**src/verilog/sdram_ctrl_regs.svh**
```systemverilog
`ifndef SDRAM_CTRL_REGS_SVH
`define SDRAM_CTRL_REGS_SVH

// ==========================================================
// Clocking
`define SD_CLK_NS        100
`define SD_DIV           2

// ==========================================================
// Power-up wait and refresh spacing
`define SD_INIT_US       981
`define SD_INIT_CYC      ((`SD_INIT_US * 1000 + `SD_CLK_NS - 1) / `SD_CLK_NS)
`define SD_REF_NS        15600
`define SD_REF_CYC       (`SD_REF_NS / `SD_CLK_NS)
`define SD_REF_MARGIN    24

// ==========================================================
// Row timing and burst length in memory clock cycles, last init refresh index
`define SD_TRCD          3'd1
`define SD_TRAS          3'd5
`define SD_TRC           3'd7
`define SD_TRP           3'd2
`define SD_TMRD          3'd2
`define SD_BL            3'd4
`define SD_INIT_REF_LAST 3'd7

// ==========================================================
// Read capture window, in memory cycles after the read command
`define SD_RD_FIRST      3'd4
`define SD_RD_LAST       3'd7

// ==========================================================
// Mode word, size probe
`define SD_MODE_WORD     12'h0022
`define SD_PROBE_ROW     12'h0800
`define SD_PROBE_MARK    16'ha5a5
`define SD_A10_BIT       10

`endif

```
**src/verilog/sdram_ctrl_pkg.sv**
```systemverilog
package sdram_ctrl_pkg;

	typedef enum logic [3:0] {
		CMD_MRS = 4'h0,
		CMD_REF = 4'h1,
		CMD_PRE = 4'h2,
		CMD_ACT = 4'h3,
		CMD_WR  = 4'h4,
		CMD_RD  = 4'h5,
		CMD_NOP = 4'h7
	} sd_cmd_t;

	typedef enum {
		S_POWER,
		S_PRE_ALL,
		S_INIT_REF,
		S_MODE,
		S_ACCESS,
		S_PROBE_WAIT,
		S_IDLE,
		S_REFRESH,
		S_SELF,
		S_EXIT
	} ctrl_state_t;

endpackage : sdram_ctrl_pkg

```
**src/verilog/camera_sdram_controller.sv**
```systemverilog
`timescale 1ns/1ps
`default_nettype none
`include "sdram_ctrl_regs.svh"

// Behaviour
// - Memory data path is 16 bits, one word per data beat.
// - Supports 1M x 16 and 4M x 16, probes size itself, adapts addressing.
// - Drives the memory clock, nominally 5 MHz.
// - Row active exactly 5 cycles, activate spacing 7, precharge 2.
// - At least one cycle between activate and read or write.
// - Image data is read in bursts.
// - Image data is written in bursts.
// - Refreshes never more than 15.6 us apart while active.
// - Standby puts the memory into self-refresh.
// - No own refresh commands while in self-refresh.
// - 981 us initialisation wait after power-up before accesses.
module camera_sdram_controller #(
	parameter int unsigned DATA_W      = 16,
	parameter int unsigned ADDR_W      = 22,
	parameter int unsigned INIT_CYCLES = `SD_INIT_CYC
) (
	// Clock, reset, enable
	input  wire logic              ref_clk,
	input  wire logic              rst_n,
	input  wire logic              clk_en,
	// Power state
	input  wire logic              standby_req,
	output logic                   in_standby,
	output logic                   init_done,
	output logic                   mem_4m,
	// Burst requests
	input  wire logic              req_valid,
	output logic                   req_ready,
	input  wire logic              req_write,
	input  wire logic [ADDR_W-1:0] req_addr,
	// Write beats
	input  wire logic [DATA_W-1:0] wr_data,
	output logic                   wr_ready,
	// Read beats
	output logic [DATA_W-1:0]      rd_data,
	output logic                   rd_valid,
	// Memory pins
	output logic                   sd_clk,
	output logic                   sd_cke,
	output logic                   sd_cs_n,
	output logic                   sd_ras_n,
	output logic                   sd_cas_n,
	output logic                   sd_we_n,
	output logic [1:0]             sd_ba,
	output logic [11:0]            sd_addr,
	output logic [1:0]             sd_dqm,
	output logic [DATA_W-1:0]      sd_dq_o,
	output logic                   sd_dq_oe,
	input  wire logic [DATA_W-1:0] sd_dq_i
);
	import sdram_ctrl_pkg::*;

	localparam int unsigned IW = $clog2(INIT_CYCLES + 1);

	if (DATA_W != 16 || ADDR_W != 22 || INIT_CYCLES < 2) begin : g_bad_param
		$error("camera_sdram_controller: unsupported parameter values");
	end

	// ==========================================================
	// Data pin synchroniser
	logic [DATA_W-1:0] dq_s1_q;
	logic [DATA_W-1:0] dq_s2_q;

	always_ff @(posedge ref_clk or negedge rst_n) begin
		if (!rst_n) begin
			dq_s1_q <= '0;
			dq_s2_q <= '0;
		end else if (clk_en) begin
			dq_s1_q <= sd_dq_i;
			dq_s2_q <= dq_s1_q;
		end
	end

	// ==========================================================
	// Controller state
	ctrl_state_t       st_q,        st_d;
	logic              phase_q,     phase_d;
	logic [2:0]        cyc_q,       cyc_d;
	logic [2:0]        refs_q,      refs_d;
	logic [1:0]        probe_q,     probe_d;
	logic [IW-1:0]     init_cnt_q,  init_cnt_d;
	logic [7:0]        ref_cnt_q,   ref_cnt_d;
	logic [2:0]        rd_cnt_q,    rd_cnt_d;
	logic              cap_prb_q,   cap_prb_d;
	logic              op_wr_q,     op_wr_d;
	logic              op_prb_q,    op_prb_d;
	logic [11:0]       op_row_q,    op_row_d;
	logic [1:0]        op_ba_q,     op_ba_d;
	logic [7:0]        op_col_q,    op_col_d;
	logic              done_q,      done_d;
	logic              m4_q,        m4_d;
	logic              stby_q,      stby_d;
	logic              cke_q,       cke_d;
	sd_cmd_t           cmd_q,       cmd_d;
	logic [1:0]        ba_q,        ba_d;
	logic [11:0]       addr_q,      addr_d;
	logic [DATA_W-1:0] dq_o_q,      dq_o_d;
	logic              dq_oe_q,     dq_oe_d;
	logic [DATA_W-1:0] rd_data_q,   rd_data_d;
	logic              rd_valid_q,  rd_valid_d;

	logic tick;
	logic ref_due;
	logic last_cyc;

	always_comb begin
		tick      = phase_q;
		ref_due   = ref_cnt_q >= 8'(`SD_REF_CYC - `SD_REF_MARGIN);
		last_cyc  = cyc_q == `SD_TRC - 3'd1;
		req_ready = tick && st_q == S_IDLE && !ref_due && !standby_req;
		wr_ready  = tick && st_q == S_ACCESS && op_wr_q && !op_prb_q
			&& cyc_q >= `SD_TRCD && cyc_q <= `SD_TRCD + `SD_BL - 3'd1;

		st_d       = st_q;
		phase_d    = ~phase_q;
		cyc_d      = cyc_q;
		refs_d     = refs_q;
		probe_d    = probe_q;
		init_cnt_d = init_cnt_q;
		ref_cnt_d  = (ref_cnt_q == 8'hff) ? ref_cnt_q : ref_cnt_q + 8'd1;
		rd_cnt_d   = rd_cnt_q;
		cap_prb_d  = cap_prb_q;
		op_wr_d    = op_wr_q;
		op_prb_d   = op_prb_q;
		op_row_d   = op_row_q;
		op_ba_d    = op_ba_q;
		op_col_d   = op_col_q;
		done_d     = done_q;
		m4_d       = m4_q;
		stby_d     = stby_q;
		cke_d      = cke_q;
		cmd_d      = cmd_q;
		ba_d       = ba_q;
		addr_d     = addr_q;
		dq_o_d     = dq_o_q;
		dq_oe_d    = dq_oe_q;
		rd_data_d  = rd_data_q;
		rd_valid_d = 1'b0;

		if (st_q == S_POWER) begin
			init_cnt_d = init_cnt_q + IW'(1);
		end

		// Memory pins change only as the memory clock falls, so setup and hold are a half period
		if (tick) begin
			cmd_d   = CMD_NOP;
			dq_oe_d = 1'b0;
			cyc_d   = cyc_q + 3'd1;

			// Fixed capture slots cover CAS latency plus the pin synchroniser
			if (rd_cnt_q != 3'd0) begin
				rd_cnt_d = (rd_cnt_q == `SD_RD_LAST) ? 3'd0 : rd_cnt_q + 3'd1;
				if (rd_cnt_q >= `SD_RD_FIRST) begin
					if (cap_prb_q) begin
						if (rd_cnt_q == `SD_RD_FIRST) begin
							m4_d = dq_s2_q != `SD_PROBE_MARK;
						end
					end else begin
						rd_valid_d = 1'b1;
						rd_data_d  = dq_s2_q;
					end
				end
			end

			unique case (st_q)
				S_POWER: begin
					cyc_d = 3'd0;
					if (init_cnt_q >= IW'(INIT_CYCLES - 1)) begin
						st_d = S_PRE_ALL;
					end
				end
				S_PRE_ALL: begin
					if (cyc_q == 3'd0) begin
						cmd_d                = CMD_PRE;
						addr_d               = 12'h000;
						addr_d[`SD_A10_BIT]  = 1'b1;
					end
					if (cyc_q == `SD_TRP - 3'd1) begin
						st_d  = S_INIT_REF;
						cyc_d = 3'd0;
					end
				end
				S_INIT_REF: begin
					if (cyc_q == 3'd0) begin
						cmd_d     = CMD_REF;
						ref_cnt_d = 8'd0;
					end
					if (last_cyc) begin
						cyc_d  = 3'd0;
						refs_d = refs_q + 3'd1;
						if (refs_q == `SD_INIT_REF_LAST) begin
							st_d = S_MODE;
						end
					end
				end
				S_MODE: begin
					if (cyc_q == 3'd0) begin
						cmd_d  = CMD_MRS;
						ba_d   = 2'b00;
						addr_d = `SD_MODE_WORD;
					end
					if (cyc_q == `SD_TMRD - 3'd1) begin
						st_d     = S_ACCESS;
						cyc_d    = 3'd0;
						probe_d  = 2'd0;
						op_prb_d = 1'b1;
						op_wr_d  = 1'b1;
						op_row_d = 12'h000;
						op_ba_d  = 2'b00;
						op_col_d = 8'h00;
					end
				end
				S_ACCESS: begin
					if (cyc_q == 3'd0) begin
						cmd_d  = CMD_ACT;
						ba_d   = op_ba_q;
						addr_d = op_row_q;
					end
					if (cyc_q == `SD_TRCD) begin
						cmd_d  = op_wr_q ? CMD_WR : CMD_RD;
						ba_d   = op_ba_q;
						addr_d = {4'h0, op_col_q};
						if (!op_wr_q) begin
							rd_cnt_d  = 3'd1;
							cap_prb_d = op_prb_q;
						end
					end
					if (op_wr_q && cyc_q >= `SD_TRCD && cyc_q <= `SD_TRCD + `SD_BL - 3'd1) begin
						dq_oe_d = 1'b1;
						if (op_prb_q) begin
							dq_o_d = (probe_q == 2'd1) ? `SD_PROBE_MARK : '0;
						end else begin
							dq_o_d = wr_data;
						end
					end
					if (cyc_q == `SD_TRAS) begin
						cmd_d  = CMD_PRE;
						ba_d   = op_ba_q;
						addr_d = 12'h000;
					end
					if (last_cyc) begin
						cyc_d = 3'd0;
						if (!op_prb_q) begin
							st_d = S_IDLE;
						end else if (probe_q == 2'd0) begin
							// A 1M part ignores row bit 11, so the mark lands on row 0
							probe_d  = 2'd1;
							op_row_d = `SD_PROBE_ROW;
						end else if (probe_q == 2'd1) begin
							probe_d  = 2'd2;
							op_wr_d  = 1'b0;
							op_row_d = 12'h000;
						end else begin
							st_d = S_PROBE_WAIT;
						end
					end
				end
				S_PROBE_WAIT: begin
					cyc_d = 3'd0;
					if (rd_cnt_q == 3'd0) begin
						st_d   = S_IDLE;
						done_d = 1'b1;
					end
				end
				S_IDLE: begin
					cyc_d = 3'd0;
					if (ref_due) begin
						st_d = S_REFRESH;
					end else if (standby_req) begin
						cmd_d     = CMD_REF;
						cke_d     = 1'b0;
						stby_d    = 1'b1;
						st_d      = S_SELF;
					end else if (req_valid) begin
						st_d     = S_ACCESS;
						op_prb_d = 1'b0;
						op_wr_d  = req_write;
						op_col_d = {req_addr[7:2], 2'b00};
						if (m4_q) begin
							op_row_d = req_addr[19:8];
							op_ba_d  = req_addr[21:20];
						end else begin
							op_row_d = {1'b0, req_addr[18:8]};
							op_ba_d  = {1'b0, req_addr[19]};
						end
					end
				end
				S_REFRESH: begin
					if (cyc_q == 3'd0) begin
						cmd_d     = CMD_REF;
						ref_cnt_d = 8'd0;
					end
					if (last_cyc) begin
						st_d  = S_IDLE;
						cyc_d = 3'd0;
					end
				end
				S_SELF: begin
					cyc_d     = 3'd0;
					ref_cnt_d = 8'd0;
					if (!standby_req) begin
						cke_d = 1'b1;
						st_d  = S_EXIT;
					end
				end
				S_EXIT: begin
					if (last_cyc) begin
						stby_d = 1'b0;
						st_d   = S_REFRESH;
						cyc_d  = 3'd0;
					end
				end
			endcase
		end
	end

	always_ff @(posedge ref_clk or negedge rst_n) begin
		if (!rst_n) begin
			st_q       <= S_POWER;
			phase_q    <= 1'b0;
			cyc_q      <= 3'd0;
			refs_q     <= 3'd0;
			probe_q    <= 2'd0;
			init_cnt_q <= '0;
			ref_cnt_q  <= 8'd0;
			rd_cnt_q   <= 3'd0;
			cap_prb_q  <= 1'b0;
			op_wr_q    <= 1'b0;
			op_prb_q   <= 1'b0;
			op_row_q   <= 12'h000;
			op_ba_q    <= 2'b00;
			op_col_q   <= 8'h00;
			done_q     <= 1'b0;
			m4_q       <= 1'b0;
			stby_q     <= 1'b0;
			cke_q      <= 1'b1;
			cmd_q      <= CMD_NOP;
			ba_q       <= 2'b00;
			addr_q     <= 12'h000;
			dq_o_q     <= '0;
			dq_oe_q    <= 1'b0;
			rd_data_q  <= '0;
			rd_valid_q <= 1'b0;
		end else if (clk_en) begin
			st_q       <= st_d;
			phase_q    <= phase_d;
			cyc_q      <= cyc_d;
			refs_q     <= refs_d;
			probe_q    <= probe_d;
			init_cnt_q <= init_cnt_d;
			ref_cnt_q  <= ref_cnt_d;
			rd_cnt_q   <= rd_cnt_d;
			cap_prb_q  <= cap_prb_d;
			op_wr_q    <= op_wr_d;
			op_prb_q   <= op_prb_d;
			op_row_q   <= op_row_d;
			op_ba_q    <= op_ba_d;
			op_col_q   <= op_col_d;
			done_q     <= done_d;
			m4_q       <= m4_d;
			stby_q     <= stby_d;
			cke_q      <= cke_d;
			cmd_q      <= cmd_d;
			ba_q       <= ba_d;
			addr_q     <= addr_d;
			dq_o_q     <= dq_o_d;
			dq_oe_q    <= dq_oe_d;
			rd_data_q  <= rd_data_d;
			rd_valid_q <= rd_valid_d;
		end
	end

	// ==========================================================
	// Pin drive
	assign sd_clk     = phase_q;
	assign sd_cke     = cke_q;
	assign sd_cs_n    = cmd_q[3];
	assign sd_ras_n   = cmd_q[2];
	assign sd_cas_n   = cmd_q[1];
	assign sd_we_n    = cmd_q[0];
	assign sd_ba      = ba_q;
	assign sd_addr    = addr_q;
	assign sd_dqm     = 2'b00;
	assign sd_dq_o    = dq_o_q;
	assign sd_dq_oe   = dq_oe_q;
	assign rd_data    = rd_data_q;
	assign rd_valid   = rd_valid_q;
	assign in_standby = stby_q;
	assign init_done  = done_q;
	assign mem_4m     = m4_q;

endmodule : camera_sdram_controller

`default_nettype wire

```
**config.mk**
```make
export PLATFORM = sky130hd
export DESIGN_NAME = camera_sdram_controller
export DESIGN_NICKNAME = d
export VERILOG_FILES = /design/src/verilog/sdram_ctrl_pkg.sv /design/src/verilog/camera_sdram_controller.sv
export VERILOG_INCLUDE_DIRS = /design/src /design/src/verilog
export SDC_FILE = /design/constraint.sdc
export NUM_CORES = 1
export LEC_CHECK = 0
export BUFFER_PORTS_ARGS = -buffer_cell sky130_fd_sc_hd__buf_2
export CAP_MARGIN = 0
export CORE_MARGIN = 2
export CORE_UTILIZATION = 60
export CTS_CLUSTER_DIAMETER = 120
export DETAILED_ROUTE_END_ITERATION = 16
export PLACE_DENSITY = 0.83
export SLEW_MARGIN = 0
export SYNTH_ARGS = -nofsm -noshare
export SYNTH_HDL_FRONTEND = slang
export SYNTH_SLANG_ARGS = --single-unit
```
**constraint.sdc**
```tcl
create_clock -name ref_clk -period 5 [get_ports ref_clk]
set_clock_uncertainty 0.1 [all_clocks]
set_input_delay 0.25 -clock ref_clk [delete_from_list [all_inputs] [get_ports ref_clk]]
set_output_delay 0.25 -clock ref_clk [all_outputs]
set_load 0.05 [all_outputs]
```
==> impl_results.md, run 1 <==
- Reg2reg start: st_q[0]$_DFFE_PN0P_
- Leakage power figure: 3.99 nW
- Synthesized flop and latch total: 148
- DR vias/cell: 5.93
- Worst Path Arrival: 3.64 ns
- Starting density of the core: 0.611
- Gr ovfl total: 0
- Reg clk slew, reported paths: 0.06 ns
- RSZ-0062 raised after global routing: no
- Tcrit/Tclk final: 0.685
- Detailed Routing Iterations Pass 1: 6
- Final setup vio count: 0
- Slew Viols, Final: 0
- Worst path slowest cell: nor4b_1
- Library cells used by synthesis: 74
- Slew at the pin closest to its max-slew limit: 0.916 ns
- Syn Area/Cell: 11.0 sq um
- Core ar.: 0.0114 sq mm
- Mapped cell area: 0.00695 sq mm
- Die ar.: 0.0125 sq mm
- Worst Setup SP: st_q[0]$_DFFE_PN0P_
- Status: completed
- Ys Warns: 0
- Largest net degree at the start of global routing: 90
- Ant. Diodes: 0
- Pwr dens: 583 mW/mm^2
- Sum of negative setup slack: 0 ns
- Critical Path Start Type: flip-flop
- Required @ worst endpoint: 5.21 ns
- Die height: 112 microns
- TritonCTS buffer count: 17
- Worst r2r path cells: 5
- Global-route usage over all layers: 0.281
- Worst reg2reg endpoint: sd_addr[5]$_DFFE_PN0P_
- Critical path class: reg2reg
- Gate Count Post-Synth: 630
- Num rows: 39
- Clock Tree Buf Depth: 2
- Crit-path leading delay family: simple AND/OR/NAND/NOR gates
- Ports: 121
- Reg2reg setup slack: 1.57 ns
- CP cell instances: nor4b_1 > nor2_1 > o221ai_1 > buf_4 > mux2_2
- DRC Markers: 0
- IO buf count: 115
- Final #Nets: 844
- Final core utilization: 0.758
- Async SR Flop Fraction: 1.00
- Fmax: 292 MHz
- Final Hold Vio Count: 0
- Die W: 112 microns
- Primary FF master, synth: dfrtp_1
- HPWL Detailed: 10500 microns
- Layout cells sized above 1: 0.283
- CTS tree: built
- Hold Crit Class: in2reg
- DR WL/cell: 17.8 microns
- Total power: 0.00502 W
- Max incr delay on CP: 0.90 ns
- Initial antenna violation count: 0
- RD Place Congestion: 0.906
- Buf/Inv on CP: 1
- Cts repair resizes: 0
- DR iter-0 viols: 346
- First-pass GRT wire length: 27900 microns
- Post-synth EDFFs: 0
- Crit path time final: 3.43 ns
- Crit path max fanout: 29
- CTS HTree Levels: 4
- Levels on crit path: 5
- Detailed Route WL: 16600 microns
- Root Buffer: clkbuf_16
- Clk Latency, worst-skew pair: 0.43 ns
- Clk sinks: 148
- CP endpoint: sd_addr[5]$_DFFE_PN0P_
- Detail Route Antenna Nets: 0
- Crit. End Element: flip-flop
- Peak VDD IR: 0.412 mV
- Max-Cap Viols: 0
- Sequential area share after synthesis: 0.533
- Post-CTS Setup Bufs: 0
- DR vias: 5512
- Rel. slew slack: 0.373
- Vias in the first global route: 5629
- Area Growth Syn to Fin: 23.9%
==> Yosys cell counts (8+ instances only) <==
library cell,n,area (sq um)
a21boi_0,8,60.1
a21oi_1,16,80.1
a22o_1,20,175
buf_2,9,45.0
clkbuf_1,21,78.8
dfrtp_1,144,3600
ha_1,10,125
inv_1,19,71.3
mux2_2,57,642
nand2_1,71,267
nand3_1,11,55.1
nand4_1,9,56.3
nor2_1,28,105
nor2b_1,11,68.8
nor3_1,12,60.1
o21ai_0,53,265
xnor2_1,14,123
==> power by group <==
part / leakage, nW / internal, W / switching [W]
registers: 1.86 / 0.00151 / 0.000352
clock network: 0.298 / 0.000841 / 0.000514
logic: 1.83 / 0.000613 / 0.00119
==> tightest hold or removal path: cells and delay by family <==
kind | cells | cell delay [ns]
buffers and inverters | 1 | 0.09
AOI/OAI and AO/OA | 1 | 0.08
and+or+nand+nor | 1 | 0.06
==> layout make-up <==
class,count,area (sq um)
Sequential cell,148,3710
Multi-Input combinational cell,428,3000
Fill cell,742,2760
Timing Repair Buffer,160,1020
Clock buffer,18,429
Clock inverter,14,200
Tap cell,143,179
Inverter,19,71.3
==> kinds of logic after synthesis <==
kind of cell	share of synthesized area
XOR/XNOR	0.0239
multiplexers	0.0995
adder cells (fa/ha/maj)	0.0180
buffers and inverters	0.0356
other	0.000539
flip-flops	0.533
AND/OR/NAND/NOR	0.143
AO/OA/AOI/OAI	0.146
==> flip-flops by register name, indices dropped and copies added (netlist names), 2 cells and up <==
signal / count
refs_q: 3
ref_cnt_q: 8
sd_addr: 12
cmd_q: 3
op_ba_q: 2
dq_s1_q: 16
probe_q: 2
dq_s2_q: 16
cyc_q: 3
op_col_q: 6
rd_cnt_q: 3
sd_ba: 2
op_row_q: 12
sd_dq_o: 16
init_cnt_q: 14
rd_data: 16
st_q: 4
==> placed cells by master (no fill, tap or decap), types with 5 or more instances in the layout <==
cell type / Yosys / final
nand2_1: 71 / 71
nand3_1: 11 / 11
mux2i_1: 5 / 5
mux2_2: 57 / 57
a211oi_1: 5 / 5
a22o_1: 20 / 20
dfrtp_1: 144 / 144
nor2_1: 28 / 28
inv_1: 19 / 19
nand4_1: 9 / 9
xor2_1: 5 / 5
and3_1: 7 / 7
nor2b_1: 11 / 11
a31oi_1: 6 / 6
ha_1: 10 / 10
o21ai_0: 53 / 53
xnor2_1: 14 / 14
dlygate4sd3_1: 0 / 41
buf_2: 9 / 114
o31ai_1: 7 / 7
nor3_1: 12 / 12
clkbuf_16: 0 / 17
a21oi_1: 16 / 16
a21boi_0: 8 / 8
==> worst min-delay path by stage <==
stage,startpoint,to,slack [ns],cells after the start
2_1_floorplan,rst_n,cap_prb_q$_DFFE_PN0P_,-0.15,0
3_3_place_gp,rst_n,sd_dq_oe$_DFFE_PN0P_,0.26,1
3_5_place_dp,rst_n,sd_dq_o[5]$_DFFE_PN0P_,0.28,1
4_1_cts,wr_data[11],sd_dq_o[11]$_DFFE_PN0P_,0.0005,3
5_1_grt,wr_data[11],sd_dq_o[11]$_DFFE_PN0P_,0.04,3
6_report,wr_data[11],sd_dq_o[11]$_DFFE_PN0P_,0.006,3
==> per-stage QoR <==
stage	setup WS, ns	std cells	hold WS [ns]	instance area, sq um
3_3_place_gp	1.84	857	0.258	7570
2_1_floorplan	2.00	632	-0.146	6960
6_report	1.57	930	0.00634	8610
4_1_cts	1.73	930	0.000497	8610
5_1_grt	1.35	930	0.0356	8610
3_5_place_dp	1.76	857	0.275	7570
==> per-layer routing <==
| metal | track usage | part of all wire | vias up |
|---|---|---|---|
| li1 | - | - | 2555 |
| met5 | 0 | 0 | - |
| met2 | 0.467 | 0.51 | 220 |
| met1 | 0.363 | 0.41 | 2698 |
| met3 | 0.0675 | 0.059 | 39 |
| met4 | 0.0988 | 0.021 | 0 |
==> repair_timing <==
| action | in CTS | in global routing |
|---|---|---|
| endpoints found under the setup margin | 0 | 0 |
| hold buffers | 41 | 0 |
| hold endpoints to repair | 124 | 0 |
Power figures use the tool's default switching activity.
==> inputs of run 2 (changes only) <==
- ABC_AREA: unset -> 1
- CORE_UTILIZATION: 60 -> 51
- PLACE_DENSITY: 0.83 -> 0.74
- clock period: 5 -> 2.9 ns (I/O delays scaled with it)
==> impl_results.md, run 2 <==
- Peak VDD IR: 0.562 mV (+36%)
- Ys Warns: 0 (unchanged)
- Fill cell count: 1188 (+60%)
- Vias in the first global route: 5992 (+6.4%)
- DRC Markers: 0 (unchanged)
- Num rows: 43 (+10%)
- Largest family of logic cells by synthesized area: simple AND/OR/NAND/NOR gates
- Combinational share of power: 0.213 (-0.146)
- Gr ovfl total: 0 (unchanged)
- Flop pwr share: 0.420 (+0.049)
- Hold Crit Class: in2reg
- Mux share of post-synthesis cell area: 0.00452 (-0.0950)
- Sequential area share after synthesis: 0.515 (-0.0181)
- Primary FF master, synth: dfrtp_1
- RD Place Congestion: 0.940 (+3.9%)
- Die height: 123 microns (+10%)
- Tcrit/Tclk final: 0.819
- Detailed Routing Iterations Pass 1: 5 (-1)
- Clk sinks: 148 (unchanged)
- Initial antenna violation count: 0 (unchanged)
- Area Growth Syn to Fin: 25.4%
- Final #Nets: 1123 (+33%)
- Root Buffer: clkbuf_16
- Sum of negative setup slack: 0 ns (unchanged)
- DR iter-0 viols: 435 (+26%)
- Cell Int Power: 0.00403 W (+36%)
- Crit path max fanout: 20 (-31%)
- Mapped cell area: 0.00720 sq mm (+3.5%)
- Syn Area/Cell: 8.12 sq um (-26%)
- DR WL/cell: 13.3 microns (-25%)
- Required @ worst endpoint: 2.65 ns (-2.56 ns)
- Slew at the pin closest to its max-slew limit: 0.667 ns (-0.249 ns)
- Final setup vio count: 0 (unchanged)
- Pre-CTS setup slack: 0.754 ns (-1.00 ns)
- DR vias/cell: 5.03 (-15%)
- Worst Path Arrival: 2.13 ns (-1.51 ns)
- Post-synth top area share: 0.501 (-0.0176)
- Rel. slew slack: 0.555 (+0.182)
- Async SR Flop Fraction: 1.00 (unchanged)
- Slew Viols, Final: 0 (unchanged)
- Crit path time final: 2.37 ns
- Status: completed
- Final Hold Vio Count: 0 (unchanged)
- Core ar.: 0.0138 sq mm (+22%)
- Detailed Route WL: 16600 microns (+0.42%)
- Simple-Gate Fraction of Synth Area: 0.271 (+0.128)
- First-pass GRT wire length: 27900 microns (-0.13%)
- Ports: 121 (unchanged)
- Fmax: 421 MHz
- Crit. End Element: output port
- Yosys top cell by area: dfrtp_1
- Layout cells sized above 1: 0.191 (-0.0920)
- Final instance area: 0.00902 sq mm (+4.8%)
- Library cells used by synthesis: 44 (-41%)
- HPWL Detailed: 11400 microns (+8.6%)
- Starting density of the core: 0.520 (-0.0910)
- CTS HTree Levels: 4 (unchanged)
- Reg clk slew, reported paths: 0.06 ns (about the same)
- Detail Route Antenna Nets: 0 (unchanged)
- Die W: 123 microns (+10%)
- Gate Count Post-Synth: 886 (+41%)
- Clock Tree Buf Depth: 2 (unchanged)
- Dominant cells by area after synthesis: dfrtp_1, nand2_1, o21ai_0, nor2_1, inv_1
- Leading cell types in the layout, fill and taps excluded: nand2_1, dfrtp_1, buf_2, nor2_1, inv_1
- Die ar.: 0.0151 sq mm (+21%)
- RSZ-0062 raised after global routing: no
- Synth Area in Compound Gates: 0.101 (-0.0449)
- Post-Synth XOR/XNOR Area: 0.0183 (-0.00568)
- Global-route usage over all layers: 0.236 (-0.0446)
- Most numerous cell in the Yosys netlist: nand2_1
- Placed cell area: 0.00789 sq mm (+4.2%)
- CTS tree: built
- Critical Path Start Type: flip-flop
- Commonest cells in the netlist: nand2_1, dfrtp_1, nor2_1
- Ant. Diodes: 0 (unchanged)
- Synthesized flop and latch total: 148 (unchanged)
- Pwr dens: 670 mW/mm^2 (+15%)
- TritonCTS buffer count: 17 (unchanged)
- Synth Area in Adders: 0.0174 (-0.000610)
- Largest net degree at the start of global routing: 76 (-16%)
- Commonest non-fill, non-tap cell in the layout: nand2_1
- Leakage power figure: 4.68 nW (+17%)
- Clk pwr share: 0.367 (+0.097)
- DR vias: 6273 (+14%)
- Critical path class: reg2out
- IO buf count: 115 (unchanged)
- Max-Cap Viols: 0 (unchanged)
- Final WS setup: 0.525 ns (-1.05 ns)
- Clk Latency, worst-skew pair: 0.43 ns (about the same)
- Sw frac: 0.333 (-0.0769)
- Post-synth EDFFs: 0 (unchanged)
- Switching pwr: 0.00201 W (-2.1%)
-- run 2: cell types whose count changed in the layout (fill, tap and decap cells not counted), sizes merged, moves of 9 or more --
cell / previous run / this run
xnor2: 14 / 3
inv: 23 / 90
nand3: 11 / 37
nor2: 28 / 99
nand2: 71 / 300
a21oi: 17 / 26
o21ai: 55 / 90
mux2: 57 / 2
a22o: 20 / 0
nor2b: 11 / 0
dlygate4sd3: 41 / 53
-- run 2: through the flow --
stage	util	hold slack, ns	cells	total power [W]
after floorplan	-	-0.251	888	0.00344
after detailed placement	0.571	0.113	1161	0.00381
after CTS	0.653	0.0776	1246	0.00609
after global placement	0.571	0.115	1161	0.00377
final	0.653	0.0806	1246	0.00605
after global routing	0.653	0.136	1246	0.00636
-- run 2: area by class of cell --
cell class,instances,area [sq um],share of cell area
flip-flops and latches,148,3710,0.411
multi-input cells,624,2980,0.330
repair buffers,177,1190,0.132
clock buffers,18,429,0.0476
inverters,85,319,0.0354
well taps,180,225,0.0250
clock inverters,14,170,0.0189
-- run 2: worst paths after layout --
kind	slack, ns	from	endpoint	depth (start not counted)
max	0.53	st_q[3]$_DFFE_PN0P_	req_ready	7
min in group asynchronous	0.20	rst_n	dq_s1_q[11]$_DFFE_PN0P_	2
min reg2reg	0.36	init_done$_DFFE_PN0P_	init_done$_DFFE_PN0P_	1
max reg2reg	0.71	sd_clk$_DFFE_PN0P_	st_q[2]$_DFFE_PN0P_	10
min	0.08	req_write	op_wr_q$_DFFE_PN0P_	5
max in group asynchronous	1.64	rst_n	cmd_q[0]$_DFFE_PN1P_	3
-- run 2: cells by family (layout without fill, tap and decap cells) --
group	count (synthesis)	in the layout
AND/OR/NAND/NOR	463	463
flip-flops	148	148
AO/OA/AOI/OAI	130	130
buffers and inverters	116	294
XOR/XNOR	15	15
adder cells (fa/ha/maj)	10	10
multiplexers	3	3
other	1	3
-- run 2: power groups by stage --
| stage | logic [W] | clock network [W] | registers (W) |
|---|---|---|---|
| after floorplan | 0.000524 | 0 | 0.00292 |
| after global placement | 0.00121 | 0 | 0.00256 |
| after detailed placement | 0.00124 | 0 | 0.00257 |
| after CTS | 0.00130 | 0.00226 | 0.00254 |
| after global routing | 0.00143 | 0.00235 | 0.00258 |
| final | 0.00129 | 0.00222 | 0.00254 |
-- run 2: critical path, stage by stage, from the launching register on --
cell     delay [ns]
dfrtp_1        0.47
inv_2          0.15
nand2_4        0.08
nor2_2         0.21
buf_4          0.29
nand3_1        0.10
nor2_1         0.13
buf_2          0.28
-- run 2: timing repair --
item	CTS	global route
hold buffers	53	0
gates resized for setup	0	0
endpoints found under the hold margin	123	0
setup buffers	0	0
setup endpoints to repair	0	0
-- run 2: metal layers --
metal,share of wire,vias to the layer above,GRT usage
met1,0.45,2951,0.317
met2,0.49,145,0.382
met4,0.020,0,0.0855
li1,-,3153,-
met3,0.044,24,0.0455
met5,0,-,0
==> inputs of run 3 (changes only) <==
- CORE_UTILIZATION: 51 -> 57
- PLACE_DENSITY: 0.74 -> 0.79
- clock period: 2.9 -> 2.4 ns (I/O delays scaled with it)
==> impl_results.md, run 3 (synthesized netlist as in run 2, its figures left out) <==
- Clock Tree Buf Depth: 2 (unchanged)
- Required @ worst endpoint: 2.18 ns (-0.47 ns)
- Reg clk slew, reported paths: 0.06 ns (about the same)
- HPWL Detailed: 11300 microns (-0.62%)
- Slew Viols, Final: 0 (unchanged)
- Clk sinks: 148 (unchanged)
- Worst Path Arrival: 2.07 ns (-0.06 ns)
- Die W: 116 microns (-5.2%)
- Worst reg2reg endpoint: op_row_q[11]$_DFFE_PN0P_
- Area occupied by registers: 0.00371 sq mm (about the same)
- CTS tree: built
- Root Buffer: clkbuf_16
- Reg2reg setup slack: 0.17 ns (-0.54 ns)
- Rel. slew slack: 0.609 (+0.0541)
- Global-route usage over all layers: 0.262 (+0.0256)
- Starting density of the core: 0.577 (+0.0568)
- Status: completed
- DRC Markers: 0 (unchanged)
- Initial antenna violation count: 0 (unchanged)
- DR vias/cell: 5.06 (+0.48%)
- RSZ-0062 raised after global routing: no
- Post-route insts no fill: 1239 (-0.56%)
- Final WS setup: 0.105 ns (-0.420 ns)
- Detail Route Antenna Nets: 0 (unchanged)
- Detailed Route WL: 17000 microns (+2.0%)
- TritonCTS buffer count: 17 (unchanged)
- Die height: 116 microns (-5.2%)
- RD Place Congestion: 0.941 (about the same)
- Vias in the first global route: 5905 (-1.5%)
- Worst r2r path cells: 10 (unchanged)
- Fill cell count: 948 (-20%)
- Worst Hold Depth: 5 (unchanged)
- Pre-CTS setup slack: 0.246 ns (-0.508 ns)
- Commonest non-fill, non-tap cell in the layout: nand2_1
- Ant. Diodes: 0 (unchanged)
- Slew at the pin closest to its max-slew limit: 0.581 ns (-0.0865 ns)
- Hold Crit Class: in2reg
- CTS HTree Levels: 4 (unchanged)
- Die ar.: 0.0135 sq mm (-10%)
- Hold wc startpoint: req_write
- Grt met2 use: 0.434 (+0.0525)
- Crit. End Element: output port
- Fmax: 436 MHz
- Reg2reg start: st_q[3]$_DFFE_PN0P_
- Clk Latency, worst-skew pair: 0.43 ns (about the same)
- Hold EP: op_wr_q$_DFFE_PN0P_
- Critical path class: reg2out
- IO buf count: 115 (unchanged)
- Crit path max fanout: 9 (-55%)
- Largest net degree at the start of global routing: 63 (-17%)
- Dpl cells: 1154 (-0.60%)
- Crit path time final: 2.29 ns
- Sum of negative setup slack: 0 ns (unchanged)
- Max-Cap Viols: 0 (unchanged)
- Area Growth Syn to Fin: 25.2%
- DR vias: 6268 (-0.080%)
- M3 GR Usage: 0.0571 (+0.0115)
- Leading cell types in the layout, fill and taps excluded: nand2_1, dfrtp_1, buf_2, nor2_1, inv_1
- DR iter-0 viols: 450 (+3.4%)
- Final #Nets: 1124 (+0.089%)
- Num rows: 41 (-4.7%)
- Critical Path Start Type: flip-flop
- Met1 usage: 0.339 (+0.0219)
- Pwr dens: 796 mW/mm^2 (+19%)
- Detailed Routing Iterations Pass 1: 5 (unchanged)
- GR peak layer: met2
- Leakage power figure: 4.68 nW (about the same)
- First-pass GRT wire length: 27600 microns (-0.96%)
- Area of the multi-input gates: 0.00298 sq mm (unchanged)
- Ports: 121 (unchanged)
- Peak VDD IR: 0.658 mV (+17%)
- Gr ovfl total: 0 (unchanged)
- DR WL/cell: 13.7 microns (+2.6%)
- Final setup vio count: 0 (unchanged)
- Core ar.: 0.0125 sq mm (-9.8%)
- Layout cells sized above 1: 0.195 (+0.00357)
- Tcrit/Tclk final: 0.956
- Final Hold Vio Count: 0 (unchanged)
## run 3: layout make-up
class,count,share of cell area
clock buffers,17,0.0472
clock inverters,15,0.0160
repair buffers,178,0.135
multi-input cells,624,0.331
flip-flops and latches,148,0.412
inverters,85,0.0354
well taps,172,0.0239
## run 3: worst max-delay path by stage
stage | slack [ns] | startpoint | endpoint
6_report | 0.11 | st_q[3]$_DFFE_PN0P_ | req_ready
5_1_grt | 0.006 | st_q[3]$_DFFE_PN0P_ | req_ready
4_1_cts | 0.10 | st_q[3]$_DFFE_PN0P_ | wr_ready
3_5_place_dp | 0.25 | st_q[3]$_DFFE_PN0P_ | op_row_q[11]$_DFFE_PN0P_
3_3_place_gp | 0.30 | st_q[3]$_DFFE_PN0P_ | op_row_q[11]$_DFFE_PN0P_
2_1_floorplan | 0.24 | st_q[3]$_DFFE_PN0P_ | req_ready
## run 3: report_power, final
part | switching, W | internal (W) | total (W)
Clock | 0.00116 | 0.00137 | 0.00253
Sequential | 0.000244 | 0.00283 | 0.00307
Combinational | 0.00108 | 0.000488 | 0.00157
## run 3: critical path: stages, from the launching register on
cell and delay [ns]:
dfrtp_1 0.47, inv_2 0.15, nand2_4 0.08, nor2_2 0.41, nand3_1 0.12, nor2_1 0.14, buf_2 0.28
## run 3: stage by stage
stage	util	area (sq um)	hold slack [ns]	power (W)
floorplan	-	7200	-0.276	0.00416
global placement	0.634	7900	-0.0619	0.00456
detailed placement	0.634	7900	-0.0585	0.00461
CTS	0.722	9000	0.0313	0.00722
global route	0.723	9010	0.0577	0.00754
finish	0.723	9010	0.0430	0.00717
## run 3: per-layer routing
metal  vias up  wire length (microns)
li1       3150                      -
met1      2925                   7290
met2       163                   8450
met3        30                    831
met4         0                    394
met5         -                      0
## run 3: what timing repair did
| item | 4_1_cts | 5_1_grt |
|---|---|---|
| hold buffers | 53 | 0 |
| endpoints found under the hold margin | 195 | 0 |
| buffers inserted | 0 | 0 |
| gates resized for setup | 0 | 3 |
| setup endpoints to repair | 0 | 1 |
